**src/pkg/asd_defines.svh**
```systemverilog
// Constants of the audio serial sample memory engine
`ifndef ASD_DEFINES_SVH
`define ASD_DEFINES_SVH
`define ASD_SW_8 2'h0
`define ASD_SW_16 2'h1
`define ASD_SW_24 2'h2
`define ASD_CH_STEREO 2'h0
`define ASD_CH_LEFT 2'h1
`define ASD_CH_RIGHT 2'h2
`define ASD_SLOT_LAST_8 2'h3
`define ASD_SLOT_LAST_16 2'h1
`define ASD_SLOT_LAST_24 2'h0
`define ASD_ZERO_FRAMES 2'h2
`define ASD_WORD_BYTES 32'h4
`define ASD_FIFO_WIDTH 32
`define ASD_FIFO_DEPTH 16
`define ASD_COUNT_WIDTH 14
`endif

```
**src/pkg/asd_pkg.sv**
```systemverilog
// Types of the audio serial sample memory engine
package asd_pkg;
   typedef struct packed
   {
      logic [23:0] left;
      logic [23:0] right;
   } asd_frame_s;
   typedef struct packed
   {
      logic we;
      logic [31:0] addr;
      logic [31:0] wdata;
   } asd_memcmd_s;
   typedef enum logic {ST_IDLE, ST_RUN} asd_state_e;
endpackage

```
**src/rtl/asd_dma.sv**
```systemverilog
// Sample FIFO and memory engine of the serial audio interface
`timescale 1ns/1ps
`include "asd_defines.svh"
module asd_fifo #(parameter int W = `ASD_FIFO_WIDTH, parameter int D = `ASD_FIFO_DEPTH)
(
   input wire logic CLK,
   input wire logic RST,
   input wire logic CLR,
   input wire logic IN_VALID,
   output logic IN_READY,
   input wire logic [W-1:0] IN_DATA,
   output logic OUT_VALID,
   input wire logic OUT_READY,
   output logic [W-1:0] OUT_DATA
);
   localparam int AW = $clog2(D);
   logic [W-1:0] mem_q [D];
   logic [AW:0] wp_q;
   logic [AW:0] rp_q;
   wire push = IN_VALID && IN_READY;
   wire pop = OUT_VALID && OUT_READY;
   if (D < 2 || (1 << AW) != D)
   begin : g_chk
      $error("FIFO depth must be a power of two");
   end
   assign IN_READY = (wp_q ^ rp_q) != {1'b1, {AW{1'b0}}};
   assign OUT_VALID = wp_q != rp_q;
   assign OUT_DATA = mem_q[rp_q[AW-1:0]];
   always_ff @(posedge CLK)
   begin
      if (RST || CLR)
      begin
         wp_q <= '0;
         rp_q <= '0;
      end
      else
      begin
         if (push)
            wp_q <= wp_q + 1'b1;
         if (pop)
            rp_q <= rp_q + 1'b1;
      end
   end
   always_ff @(posedge CLK)
   begin
      if (push)
         mem_q[wp_q[AW-1:0]] <= IN_DATA;
   end
endmodule

module asd_dma import asd_pkg::*; #(parameter int CW = `ASD_COUNT_WIDTH)
(
   input wire logic CLK,
   input wire logic RST,
   input wire logic START,
   input wire logic STOP,
   input wire logic TRANSMIT_ENABLE_CFG,
   input wire logic RECEIVE_ENABLE_CFG,
   input wire logic MASTER_CLOCK_GEN_ENABLE,
   input wire logic MASTER_MODE,
   input wire logic [1:0] SAMPLE_WIDTH_SELECT,
   input wire logic [1:0] CHANNEL_MODE,
   input wire logic [31:0] TX_BUFFER_START,
   input wire logic [31:0] RX_BUFFER_START,
   input wire logic [CW-1:0] SHARED_BUFFER_WORD_COUNT,
   output logic RUNNING,
   output logic MASTER_CLOCK_RUN,
   output logic TX_POINTER_TAKEN,
   output logic RX_POINTER_TAKEN,
   output logic STOPPED,
   output logic MEM_REQ,
   output asd_memcmd_s MEM_CMD,
   input wire logic MEM_ACK,
   input wire logic [31:0] MEM_RDATA,
   output logic TX_FRAME_VALID,
   input wire logic TX_FRAME_READY,
   output asd_frame_s TX_FRAME,
   input wire logic RX_FRAME_VALID,
   input wire asd_frame_s RX_FRAME
);
   if (CW < 1 || CW > 32)
   begin : g_chk
      $error("Word count width out of range");
   end
   function automatic logic [1:0] last_slot(input logic [1:0] w);
      last_slot = (w == `ASD_SW_8) ? `ASD_SLOT_LAST_8 :
                  (w == `ASD_SW_16) ? `ASD_SLOT_LAST_16 : `ASD_SLOT_LAST_24;
   endfunction
   // Lower slots hold earlier samples, so stereo left sits below right
   function automatic logic [23:0] extract(input logic [31:0] d, input logic [1:0] s,
                                           input logic [1:0] w);
      logic [7:0] b;
      logic [15:0] h;
      b = d[{s, 3'h0} +: 8];
      h = d[{s[0], 4'h0} +: 16];
      extract = (w == `ASD_SW_8) ? {{16{b[7]}}, b} :
                (w == `ASD_SW_16) ? {{8{h[15]}}, h} : d[23:0];
   endfunction
   function automatic logic [31:0] insert(input logic [31:0] a, input logic [23:0] x,
                                          input logic [1:0] s, input logic [1:0] w);
      logic [31:0] r;
      r = a;
      if (w == `ASD_SW_8)
         r[{s, 3'h0} +: 8] = x[7:0];
      else if (w == `ASD_SW_16)
         r[{s[0], 4'h0} +: 16] = x[15:0];
      else
         r = {{8{x[23]}}, x};
      insert = r;
   endfunction

   asd_state_e state_q;
   logic mem_busy_q;
   logic [31:0] tx_addr_q, rx_addr_q;
   logic [CW-1:0] tx_left_q, rx_left_q;
   logic tx_taken_q, rx_taken_q, stopped_q, mck_q;
   logic tx_fv_q, tx_half_q;
   logic [1:0] tx_slot_q, zcnt_q;
   asd_frame_s tx_frm_q;
   logic [1:0] rx_n_q, rx_slot_q;
   logic [23:0] rx_s0_q, rx_s1_q;
   logic [31:0] acc_q, wbuf_q;
   logic wv_q;
   wire fifo_in_ready, fifo_ov;
   wire [31:0] fifo_od;

   wire running = state_q == ST_RUN;
   wire start_go = START && !running;
   wire stop_go = STOP && running;
   wire mono = CHANNEL_MODE != `ASD_CH_STEREO;
   wire [1:0] last = last_slot(SAMPLE_WIDTH_SELECT);
   wire tx_act = running && TRANSMIT_ENABLE_CFG;
   wire rx_act = running && RECEIVE_ENABLE_CFG;
   wire issue_wr = !mem_busy_q && wv_q && rx_act;
   wire issue_rd = !mem_busy_q && !issue_wr && tx_act && fifo_in_ready;
   wire ack_rd = mem_busy_q && MEM_ACK && !MEM_CMD.we;
   wire ack_wr = mem_busy_q && MEM_ACK && MEM_CMD.we;
   wire tx_wrap = ack_rd && tx_left_q == CW'(1);
   wire rx_wrap = ack_wr && rx_left_q == CW'(1);
   wire tx_free = !tx_fv_q || TX_FRAME_READY;
   wire tx_zero = tx_free && zcnt_q != 2'h0;
   wire tx_pop = tx_free && zcnt_q == 2'h0 && fifo_ov && tx_act;
   wire tx_pop_word = tx_pop && tx_slot_q == last;
   wire [23:0] tx_smp = extract(fifo_od, tx_slot_q, SAMPLE_WIDTH_SELECT);
   wire rx_done = rx_slot_q == last;
   wire rx_step = rx_n_q != 2'h0 && !(rx_done && wv_q && !ack_wr);
   wire [31:0] acc_new = insert(acc_q, rx_s0_q, rx_slot_q, SAMPLE_WIDTH_SELECT);

   asd_fifo #(.W(`ASD_FIFO_WIDTH), .D(`ASD_FIFO_DEPTH)) u_fifo
   (
      .CLK(CLK),
      .RST(RST),
      .CLR(start_go),
      .IN_VALID(ack_rd),
      .IN_READY(fifo_in_ready),
      .IN_DATA(MEM_RDATA),
      .OUT_VALID(fifo_ov),
      .OUT_READY(tx_pop_word),
      .OUT_DATA(fifo_od)
   );

   assign RUNNING = running;
   assign MASTER_CLOCK_RUN = mck_q;
   assign TX_POINTER_TAKEN = tx_taken_q;
   assign RX_POINTER_TAKEN = rx_taken_q;
   assign STOPPED = stopped_q;
   assign MEM_REQ = mem_busy_q;
   assign TX_FRAME_VALID = tx_fv_q;
   assign TX_FRAME = tx_frm_q;

   always_ff @(posedge CLK)
   begin
      if (RST)
      begin
         state_q <= ST_IDLE;
         mck_q <= 1'b0;
         stopped_q <= 1'b0;
      end
      else
      begin
         unique case (state_q)
            ST_IDLE:
               if (start_go)
                  state_q <= ST_RUN;
            ST_RUN:
               if (stop_go)
                  state_q <= ST_IDLE;
         endcase
         mck_q <= start_go ? MASTER_CLOCK_GEN_ENABLE : (stop_go ? 1'b0 : mck_q);
         stopped_q <= stop_go;
      end
   end

   // A request stays up until acknowledged even if the direction is disabled meanwhile
   always_ff @(posedge CLK)
   begin
      if (RST)
      begin
         mem_busy_q <= 1'b0;
         MEM_CMD <= '0;
      end
      else if (issue_wr || issue_rd)
      begin
         mem_busy_q <= 1'b1;
         MEM_CMD <= issue_wr ? '{1'b1, rx_addr_q, wbuf_q} : '{1'b0, tx_addr_q, 32'h0};
      end
      else if (MEM_ACK)
         mem_busy_q <= 1'b0;
   end

   always_ff @(posedge CLK)
   begin
      if (RST)
      begin
         tx_addr_q <= '0;
         rx_addr_q <= '0;
         tx_left_q <= '0;
         rx_left_q <= '0;
         tx_taken_q <= 1'b0;
         rx_taken_q <= 1'b0;
      end
      else
      begin
         if (start_go || tx_wrap)
         begin
            tx_addr_q <= TX_BUFFER_START;
            tx_left_q <= SHARED_BUFFER_WORD_COUNT;
         end
         else if (ack_rd)
         begin
            tx_addr_q <= tx_addr_q + `ASD_WORD_BYTES;
            tx_left_q <= tx_left_q - 1'b1;
         end
         if (start_go || rx_wrap)
         begin
            rx_addr_q <= RX_BUFFER_START;
            rx_left_q <= SHARED_BUFFER_WORD_COUNT;
         end
         else if (ack_wr)
         begin
            rx_addr_q <= rx_addr_q + `ASD_WORD_BYTES;
            rx_left_q <= rx_left_q - 1'b1;
         end
         tx_taken_q <= (start_go && TRANSMIT_ENABLE_CFG) || tx_wrap;
         rx_taken_q <= (start_go && RECEIVE_ENABLE_CFG) || rx_wrap;
      end
   end

   always_ff @(posedge CLK)
   begin
      if (RST || start_go)
      begin
         tx_fv_q <= 1'b0;
         tx_half_q <= 1'b0;
         tx_slot_q <= 2'h0;
         tx_frm_q <= '0;
         zcnt_q <= (!RST && MASTER_MODE && TRANSMIT_ENABLE_CFG) ? `ASD_ZERO_FRAMES : 2'h0;
      end
      else
      begin
         if (tx_zero)
         begin
            tx_frm_q <= '0;
            zcnt_q <= zcnt_q - 1'b1;
         end
         else if (tx_pop && (mono || !tx_half_q))
            tx_frm_q.left <= tx_smp;
         if (tx_pop && (mono || tx_half_q))
            tx_frm_q.right <= tx_smp;
         if (tx_zero || (tx_pop && (mono || tx_half_q)))
            tx_fv_q <= 1'b1;
         else if (TX_FRAME_READY)
            tx_fv_q <= 1'b0;
         if (tx_pop)
         begin
            tx_half_q <= !mono && !tx_half_q;
            tx_slot_q <= (tx_slot_q == last) ? 2'h0 : tx_slot_q + 1'b1;
         end
      end
   end

   // Audio cannot wait: a frame arriving before the previous one is packed overwrites it
   always_ff @(posedge CLK)
   begin
      if (RST || start_go)
      begin
         rx_n_q <= 2'h0;
         rx_s0_q <= '0;
         rx_s1_q <= '0;
         rx_slot_q <= 2'h0;
         acc_q <= '0;
         wbuf_q <= '0;
         wv_q <= 1'b0;
      end
      else
      begin
         if (RX_FRAME_VALID && rx_act)
         begin
            rx_n_q <= mono ? 2'h1 : 2'h2;
            rx_s0_q <= (CHANNEL_MODE == `ASD_CH_RIGHT) ? RX_FRAME.right : RX_FRAME.left;
            rx_s1_q <= RX_FRAME.right;
         end
         else if (rx_step)
         begin
            rx_n_q <= rx_n_q - 1'b1;
            rx_s0_q <= rx_s1_q;
         end
         if (rx_step)
         begin
            rx_slot_q <= rx_done ? 2'h0 : rx_slot_q + 1'b1;
            acc_q <= rx_done ? 32'h0 : acc_new;
         end
         if (rx_step && rx_done)
         begin
            wbuf_q <= acc_new;
            wv_q <= 1'b1;
         end
         else if (ack_wr)
            wv_q <= 1'b0;
      end
   end
endmodule

```
**config.mk**
```make
export PLATFORM = sky130hd
export DESIGN_NAME = asd_dma
export DESIGN_NICKNAME = d
export VERILOG_FILES = /design/src/pkg/asd_pkg.sv /design/src/rtl/asd_dma.sv
export VERILOG_INCLUDE_DIRS = /design/src /design/src/pkg
export SDC_FILE = /design/constraint.sdc
export NUM_CORES = 1
export LEC_CHECK = 0
export BUFFER_PORTS_ARGS = -buffer_cell sky130_fd_sc_hd__clkbuf_2
export CAP_MARGIN = 10
export CORE_MARGIN = 4
export CORE_UTILIZATION = 54
export CTS_CLUSTER_DIAMETER = 80
export DETAILED_ROUTE_END_ITERATION = 6
export PLACE_DENSITY_LB_ADDON = 0.05
export RECOVER_POWER = 50
export SLEW_MARGIN = 20
export SYNTH_ARGS = -nofsm -noshare
export SYNTH_HDL_FRONTEND = slang
export SYNTH_SLANG_ARGS = --single-unit
```
**constraint.sdc**
```tcl
create_clock -name CLK -period 5 [get_ports CLK]
set_input_delay 0.75 -clock CLK [delete_from_list [all_inputs] [get_ports CLK]]
set_output_delay 0.75 -clock CLK [all_outputs]
set_load 0.01 [all_outputs]
```
# Yosys cells after proc, flatten, opt, wreduce, memory -nomap -nowiden
# Memory sizes are Yosys's and may differ from the RTL's. A register that Yosys moved wholly into a read port is not among the register bits.
# Index checks and enable logic that the tools add are counted.
[totals]
output_inout_bits = 120
in_bits = 173
ramBits = 512
memories = 1
wordCells = 171
regBits = 344
[mem_list]
columns = ["name", "words", "word_bits", "read_ports", "rd_ports_with_merged_regs", "write_ports", "line_no", "source"]
rows = [
  ["u_fifo.mem_q", 16, 32, 1, 1, 1, "asd_dma.sv:17", "logic [W-1:0] mem_q [D];"],
]
[op_classes]
addsub = 12
n_reduce_logical = 68
eq_ne = 8
shift = 6
n_mux = 46
bitwise = 2
[ops]
columns = ["op", "count"]
rows = [
  ["32-bit 2-to-1 mux", 7],
  ["24-bit 2-to-1 mux", 7],
  ["65-bit 2-to-1 mux", 1],
  ["32-bit by 3-bit adder with 32-bit output (second input constant)", 2],
  ["32-bit bitwise mux", 2],
  ["14-bit 2-to-1 mux", 4],
  ["1-bit logical AND", 33],
  ["16-bit by 7-bit variable shift with 32-bit output (first input constant)", 1],
  ["8-bit by 7-bit variable shift with 32-bit output (first input constant)", 1],
  ["16-bit by 7-bit indexed part select with 32-bit output", 1],
  ["32-bit by 6-bit indexed part select with 16-bit output", 1],
  ["32-bit by 6-bit indexed part select with 8-bit output", 1],
  ["8-bit by 7-bit indexed part select with 32-bit output", 1],
  ["14-bit by 1-bit equality test with 1-bit output (second input constant)", 2],
  ["14-bit by 1-bit subtractor with 14-bit output (second input constant)", 2],
  ["2-bit nonzero test", 12],
  ["2-bit 2-to-1 mux", 9],
  ["5-bit negator with 7-bit output", 2],
  ["1-bit 2-to-1 mux", 13],
  ["5-bit by 1-bit adder with 5-bit output (second input constant)", 2],
  ["1-bit logical NOT", 10],
  ["1-bit logical OR", 10],
  ["4-bit 2-to-1 mux", 2],
  ["5-bit inequality test", 1],
  ["11 further kinds", 15],
]

# Longest topological paths before layout
[logic_depth]
depth_word = 10
ltp_mapped = 10
mapped_depth_nobuf = 8

# Hierarchy
# Synthesis repeated with hierarchy kept, for this count alone.
[hier_totals]
cells_unflattened = 2736
hier_area_um2 = 36488.7
[modules_own_cells]
columns = ["mod", "area_each_um2", "seq_area_each_um2", "instances", "cells_each"]
rows = [
  ["asd_fifo", 20315.7, 15655.0, 1, 813],
  ["asd_dma", 16173.0, 6706.4, 1, 1923],
]

# Worst setup path before layout
# OpenSTA, ideal clock, no wires.
[synth_timing]
kind = "in2reg"
start = "input MEM_ACK"
end = "memory u_fifo.mem_q[3][0] (netlist name), enable pin"
required_ns = 4.539
setup_ns = 0.461
n_path_buf = 0
arrival_ns = 3.673
stages = 4
slack_ns = 0.866
cell_sequence = "nand3b_1 -> a21oi_1 -> nand2_1 -> nor3_1"
[synth_via]
elab_chain_len = 5
[synth_lines]
columns = ["element", "line_no", "source"]
rows = [
  ["start: declaration", "asd_dma.sv:73", "input wire logic MEM_ACK,"],
  ["1-bit logical AND (2 in series)", "asd_dma.sv:136", "wire ack_rd = mem_busy_q && MEM_ACK && !MEM_CMD.we;"],
  ["1-bit logical AND", "asd_dma.sv:20", "wire push = IN_VALID && IN_READY;"],
  ["1-bit 2-to-1 mux", "asd_dma.sv:46", "if (push)"],
  ["1-bit 2-to-1 mux (not written as such)", "asd_dma.sv:47", "mem_q[wp_q[AW-1:0]] <= IN_DATA;"],
  ["end: declaration", "asd_dma.sv:17", ""],
]
# Every way passes these cells.

# Worst setup path after layout
[layout_timing]
start = "register u_fifo.wp_q[3]"
end = "register MEM_CMD[49] (netlist name)"
[layout_via]
elab_chain_len = 4
[layout_lines]
columns = ["element", "line_no", "source"]
rows = [
  ["start: declaration", "asd_dma.sv:18", "logic [AW:0] wp_q;"],
  ["start signal: assignment", "asd_dma.sv:39", "wp_q <= wp_q + 1'b1;"],
  ["5-bit bitwise XOR", "asd_dma.sv:26", "assign IN_READY = (wp_q ^ rp_q) != {1'b1, {AW{1'b0}}};"],
  ["5-bit inequality test", "asd_dma.sv:26", ""],
  ["1-bit logical AND", "asd_dma.sv:135", "wire issue_rd = !mem_busy_q && !issue_wr && tx_act && fifo_in_ready;"],
  ["1-bit logical OR", "asd_dma.sv:202", "else if (issue_wr || issue_rd)"],
  ["end signal: assignment", "asd_dma.sv:205", "MEM_CMD <= issue_wr ? '{1'b1, rx_addr_q, wbuf_q} : '{1'b0, tx_addr_q, 32'h0};"],
  ["end: declaration", "asd_dma.sv:72", "output asd_memcmd_s MEM_CMD,"],
]
# Every way passes these cells.
# A chain may end at the register's enable or synchronous reset.

==> run_results.csv <==
group,metric,value,unit
critical_path,r2r_end,"MEM_CMD[49]",
critical_path,start_kind,"register",
sta,finalHoldViolCount,0,
routing,drt-total-wl,102000,um
die,ios,293,
cts,cts_tree,"done",
cells_and_area,fillerInstances,5333,
die,core_region_area,67200,um2
synthesis,ys_types,89,
cells_and_area,stdcell_count,4184,
routing,firstDrtPassIters,6,
cells_and_area,fin_util,61.9,%
cts,cts_sinks,860,
cells_and_area,syn2layout_area_growth,13.9,%
cts,ctsLongestPathBuffers,3,
cts,post_cts_buffers,0,
global_routing,grt_first_pass_wirelength,151000,um
global_routing,grt_pass1_vias,24974,
cells_and_area,drive_above_1_share,15.9,%
cts,worst_skew_pair.late_latency,0.66,ns
critical_path,crit_slowest_cell,"or3_1",
sta,period_needed,3.88,ns
flow_run,max_cap_viol_count,3,
critical_path,critical_path_class,"register to register",
synthesis,synth_common_cells,"514 x edfxtp_1, 346 x dfxtp_1, 321 x nand2_1",
synthesis,synth_warnings,0,
critical_path,path_depth,6,
cts,cts_buffers,90,
synthesis,yosysMostFrequentCell,"edfxtp_1",
critical_path,crit_path_cell_trace,"xor2_1, nor4_2, and2_0, or3_1, nand2_1, a311oi_1",
global_routing,grt_overflow,0,
outcome,failed_checks,"capacitance limit, slew limit",
die,die_w,268,um
global_routing,antenna_found_initial,9,
routing,vias,26032,
global_routing,grt_max_degree,90,
power_and_ir_drop,vdd_drop_max,0.339,mV
sta,rsz0062_at_grt,"no",
critical_path,critPathTopFamily,"simple AND/OR/NAND/NOR gates",
critical_path,startpoint,"u_fifo.wp_q[3]",
critical_path,worstReg2RegStart,"u_fifo.wp_q[3]",
die,rows,95,
critical_path,crit_arrival,4.41,ns
placement,dp_cells,4013,
critical_path,cp.required,5.53,ns
sta,slew_headroom,-108,%
sta,fmax,0.258,GHz
synthesis,synth-main-ff-cell,"edfxtp_1",
cells_and_area,layout.nets,3424,
placement,io_buffers,292,
synthesis,ys_seq_area_share,61.2,%
critical_path,end_kind,"register",
sta,setup_viol,0,
critical_path,crit_fanout,66,
cts,clkTransAtPathRegs,0.06,ns
power_and_ir_drop,power_density,366,nW/um2
die,dieArea,71900,um2
cells_and_area,design_area,41600,um2
routing,drt_iter0_markers,2877,
outcome,status,"finished, violations left",
worst_hold_path,hold_path_depth,3,
synthesis,synth_area_per_cell,12.2,um2
synthesis,synth_area_leader_cell,"edfxtp_1",
critical_path,slowest_delay,1.72,ns
sta,slew_viol_final,219,
cts,cts_hold_buf,0,
global_routing,gr-usage-all-layers,27.4,%
routing,postRouteAntennaNets,0,
routing,via_per_inst,6.22,
synthesis,synth_edf_count,514,
cts,cts_resized,0,
critical_path,critPathCapture,"MEM_CMD[49]",
critical_path,r2r_slack,1.12,ns
sta,setup-tns-final,0,ns
cts,cts-root-buf,"clkbuf_16",
die,die_y,268,um
worst_hold_path,holdCritPathClass,"primary input to register",
placement,hpwl,66800,um
critical_path,r2r.worst_path.cells,6,
sta,worst_slew_pin_slew,3.13,ns
synthesis,synthCells,2999,
synthesis,synth_seq_cells,860,
critical_path,cp.buffers_inverters,0,
sta,post-route-period-util,77.6,%
placement,place_congestion,0.920,
synthesis,async_flop_share,0,%
synthesis,synth_top_area_share,42.3,%
sta,finClkSkew,0.0303,ns
sta,hold_ws,0.337,ns
die,initial_utilization,54.4,%
synthesis,synth_area,36500,um2
power_and_ir_drop,p_leak,0.0137,uW
synthesis,ys_top_cells_by_area,"edfxtp_1 42%, dfxtp_1 19%, mux4_2 5.5%",
placement,dpl-instance-area,38800,um2
routing,wl_per_cell,24.3,um
synthesis,syn_nets,3190,
cts,h-tree-depth,3,
routing,drc_errors,0,
## report_power, final
part	switching (uW)	internal, uW	leakage, uW
Clock	2790	3850	0.00144
Sequential	98.2	7590	0.00743
Combinational	613	293	0.00484
## cells by family after synthesis
kind of cell,count (synthesis),synth area share (%)
flops,860,61.2
xor+xnor,32,0.767
mux,270,10.8
buf+inv,251,3.02
compound gates,698,12.6
fa+ha+maj,18,0.617
simple gates,870,11.0
## cell type report
class	instances	area, um2	share of cell area (%)
clock buffer	124	2510	6.04
timing repair buffer	356	1820	4.38
multi-input combinational	1888	13200	31.8
inverter	37	139	0.334
antenna	5	12.5	0.0301
sequential	860	22400	53.8
tap	873	1090	2.63
clock inverter	41	439	1.06
## worst reg2reg max path, stage by stage, from the launching register on
cell and delay (ns):
dfxtp_1 0.60, xor2_1 0.15, nor4_2 0.47, and2_0 0.33, or3_1 1.72, nand2_1 0.15, a311oi_1 0.36
## placed cells by master (no fill, tap or decap), types with 11 or more instances in the layout
cell type,Yosys,final
a211oi_1,65,65
a21oi_1,197,196
a221oi_1,11,11
a22oi_1,88,88
a311oi_1,41,41
a31oi_1,36,36
and2_1,33,31
and3_1,15,14
buf_4,18,55
clkbuf_1,147,180
clkbuf_16,0,93
clkbuf_2,0,139
clkinv_1,1,11
clkinv_2,0,18
dfxtp_1,346,343
edfxtp_1,514,514
ha_1,18,18
inv_1,35,34
mux2_2,38,38
mux2i_1,139,139
mux4_2,89,89
nand2_1,321,320
nand2b_1,21,20
nand3_1,78,77
nand4_1,21,21
nor2_1,231,220
nor2_4,0,11
nor3_1,48,44
nor3b_1,12,12
nor4_1,26,26
o21ai_0,132,132
o21ai_1,15,15
or3_1,11,11
xnor2_1,12,12
xor2_1,20,20
## flip-flops by register name (all words and copies together), names as in the netlist, 5 cells and up, named ones only
register      count
MEM_CMD          65
TX_FRAME         48
acc_q            32
rx_addr_q        32
rx_left_q        14
rx_s0_q          24
rx_s1_q          24
tx_addr_q        32
tx_left_q        14
u_fifo.mem_q    512
u_fifo.rp_q       5
u_fifo.wp_q       5
wbuf_q           32
## per-layer routing
metal,track usage (%),up-vias,part of all wire (%)
met5,0,-,0.022
met1,37.9,12993,42
met3,4.51,180,6.7
met2,44.8,1032,48
li1,-,11823,-
met4,8.62,4,3.1
## worst min-delay path by stage
| stage | slack (ns) | start | endpoint |
|---|---|---|---|
| finish | 0.34 | TX_BUFFER_START[1] | tx_addr_q[1] |
| global route | 0.32 | RX_BUFFER_START[0] | rx_addr_q[0] |
| global placement | 0.44 | rx_addr_q[0] | rx_addr_q[0] |
| CTS | 0.31 | RX_BUFFER_START[0] | rx_addr_q[0] |
| floorplan | 0.43 | tx_addr_q[0] | tx_addr_q[0] |
| detailed placement | 0.45 | wbuf_q[16] | MEM_CMD[16] |
## per-stage QoR
stage | total power (uW) | worst slack (ns)
after detailed placement | 8740 | 1.26
after floorplan | 8400 | 0.866
after CTS | 15300 | 1.55
final | 15200 | 1.12
after global routing | 15700 | 0.780
after global placement | 8710 | 1.42
Power figures use the tool's default switching activity.
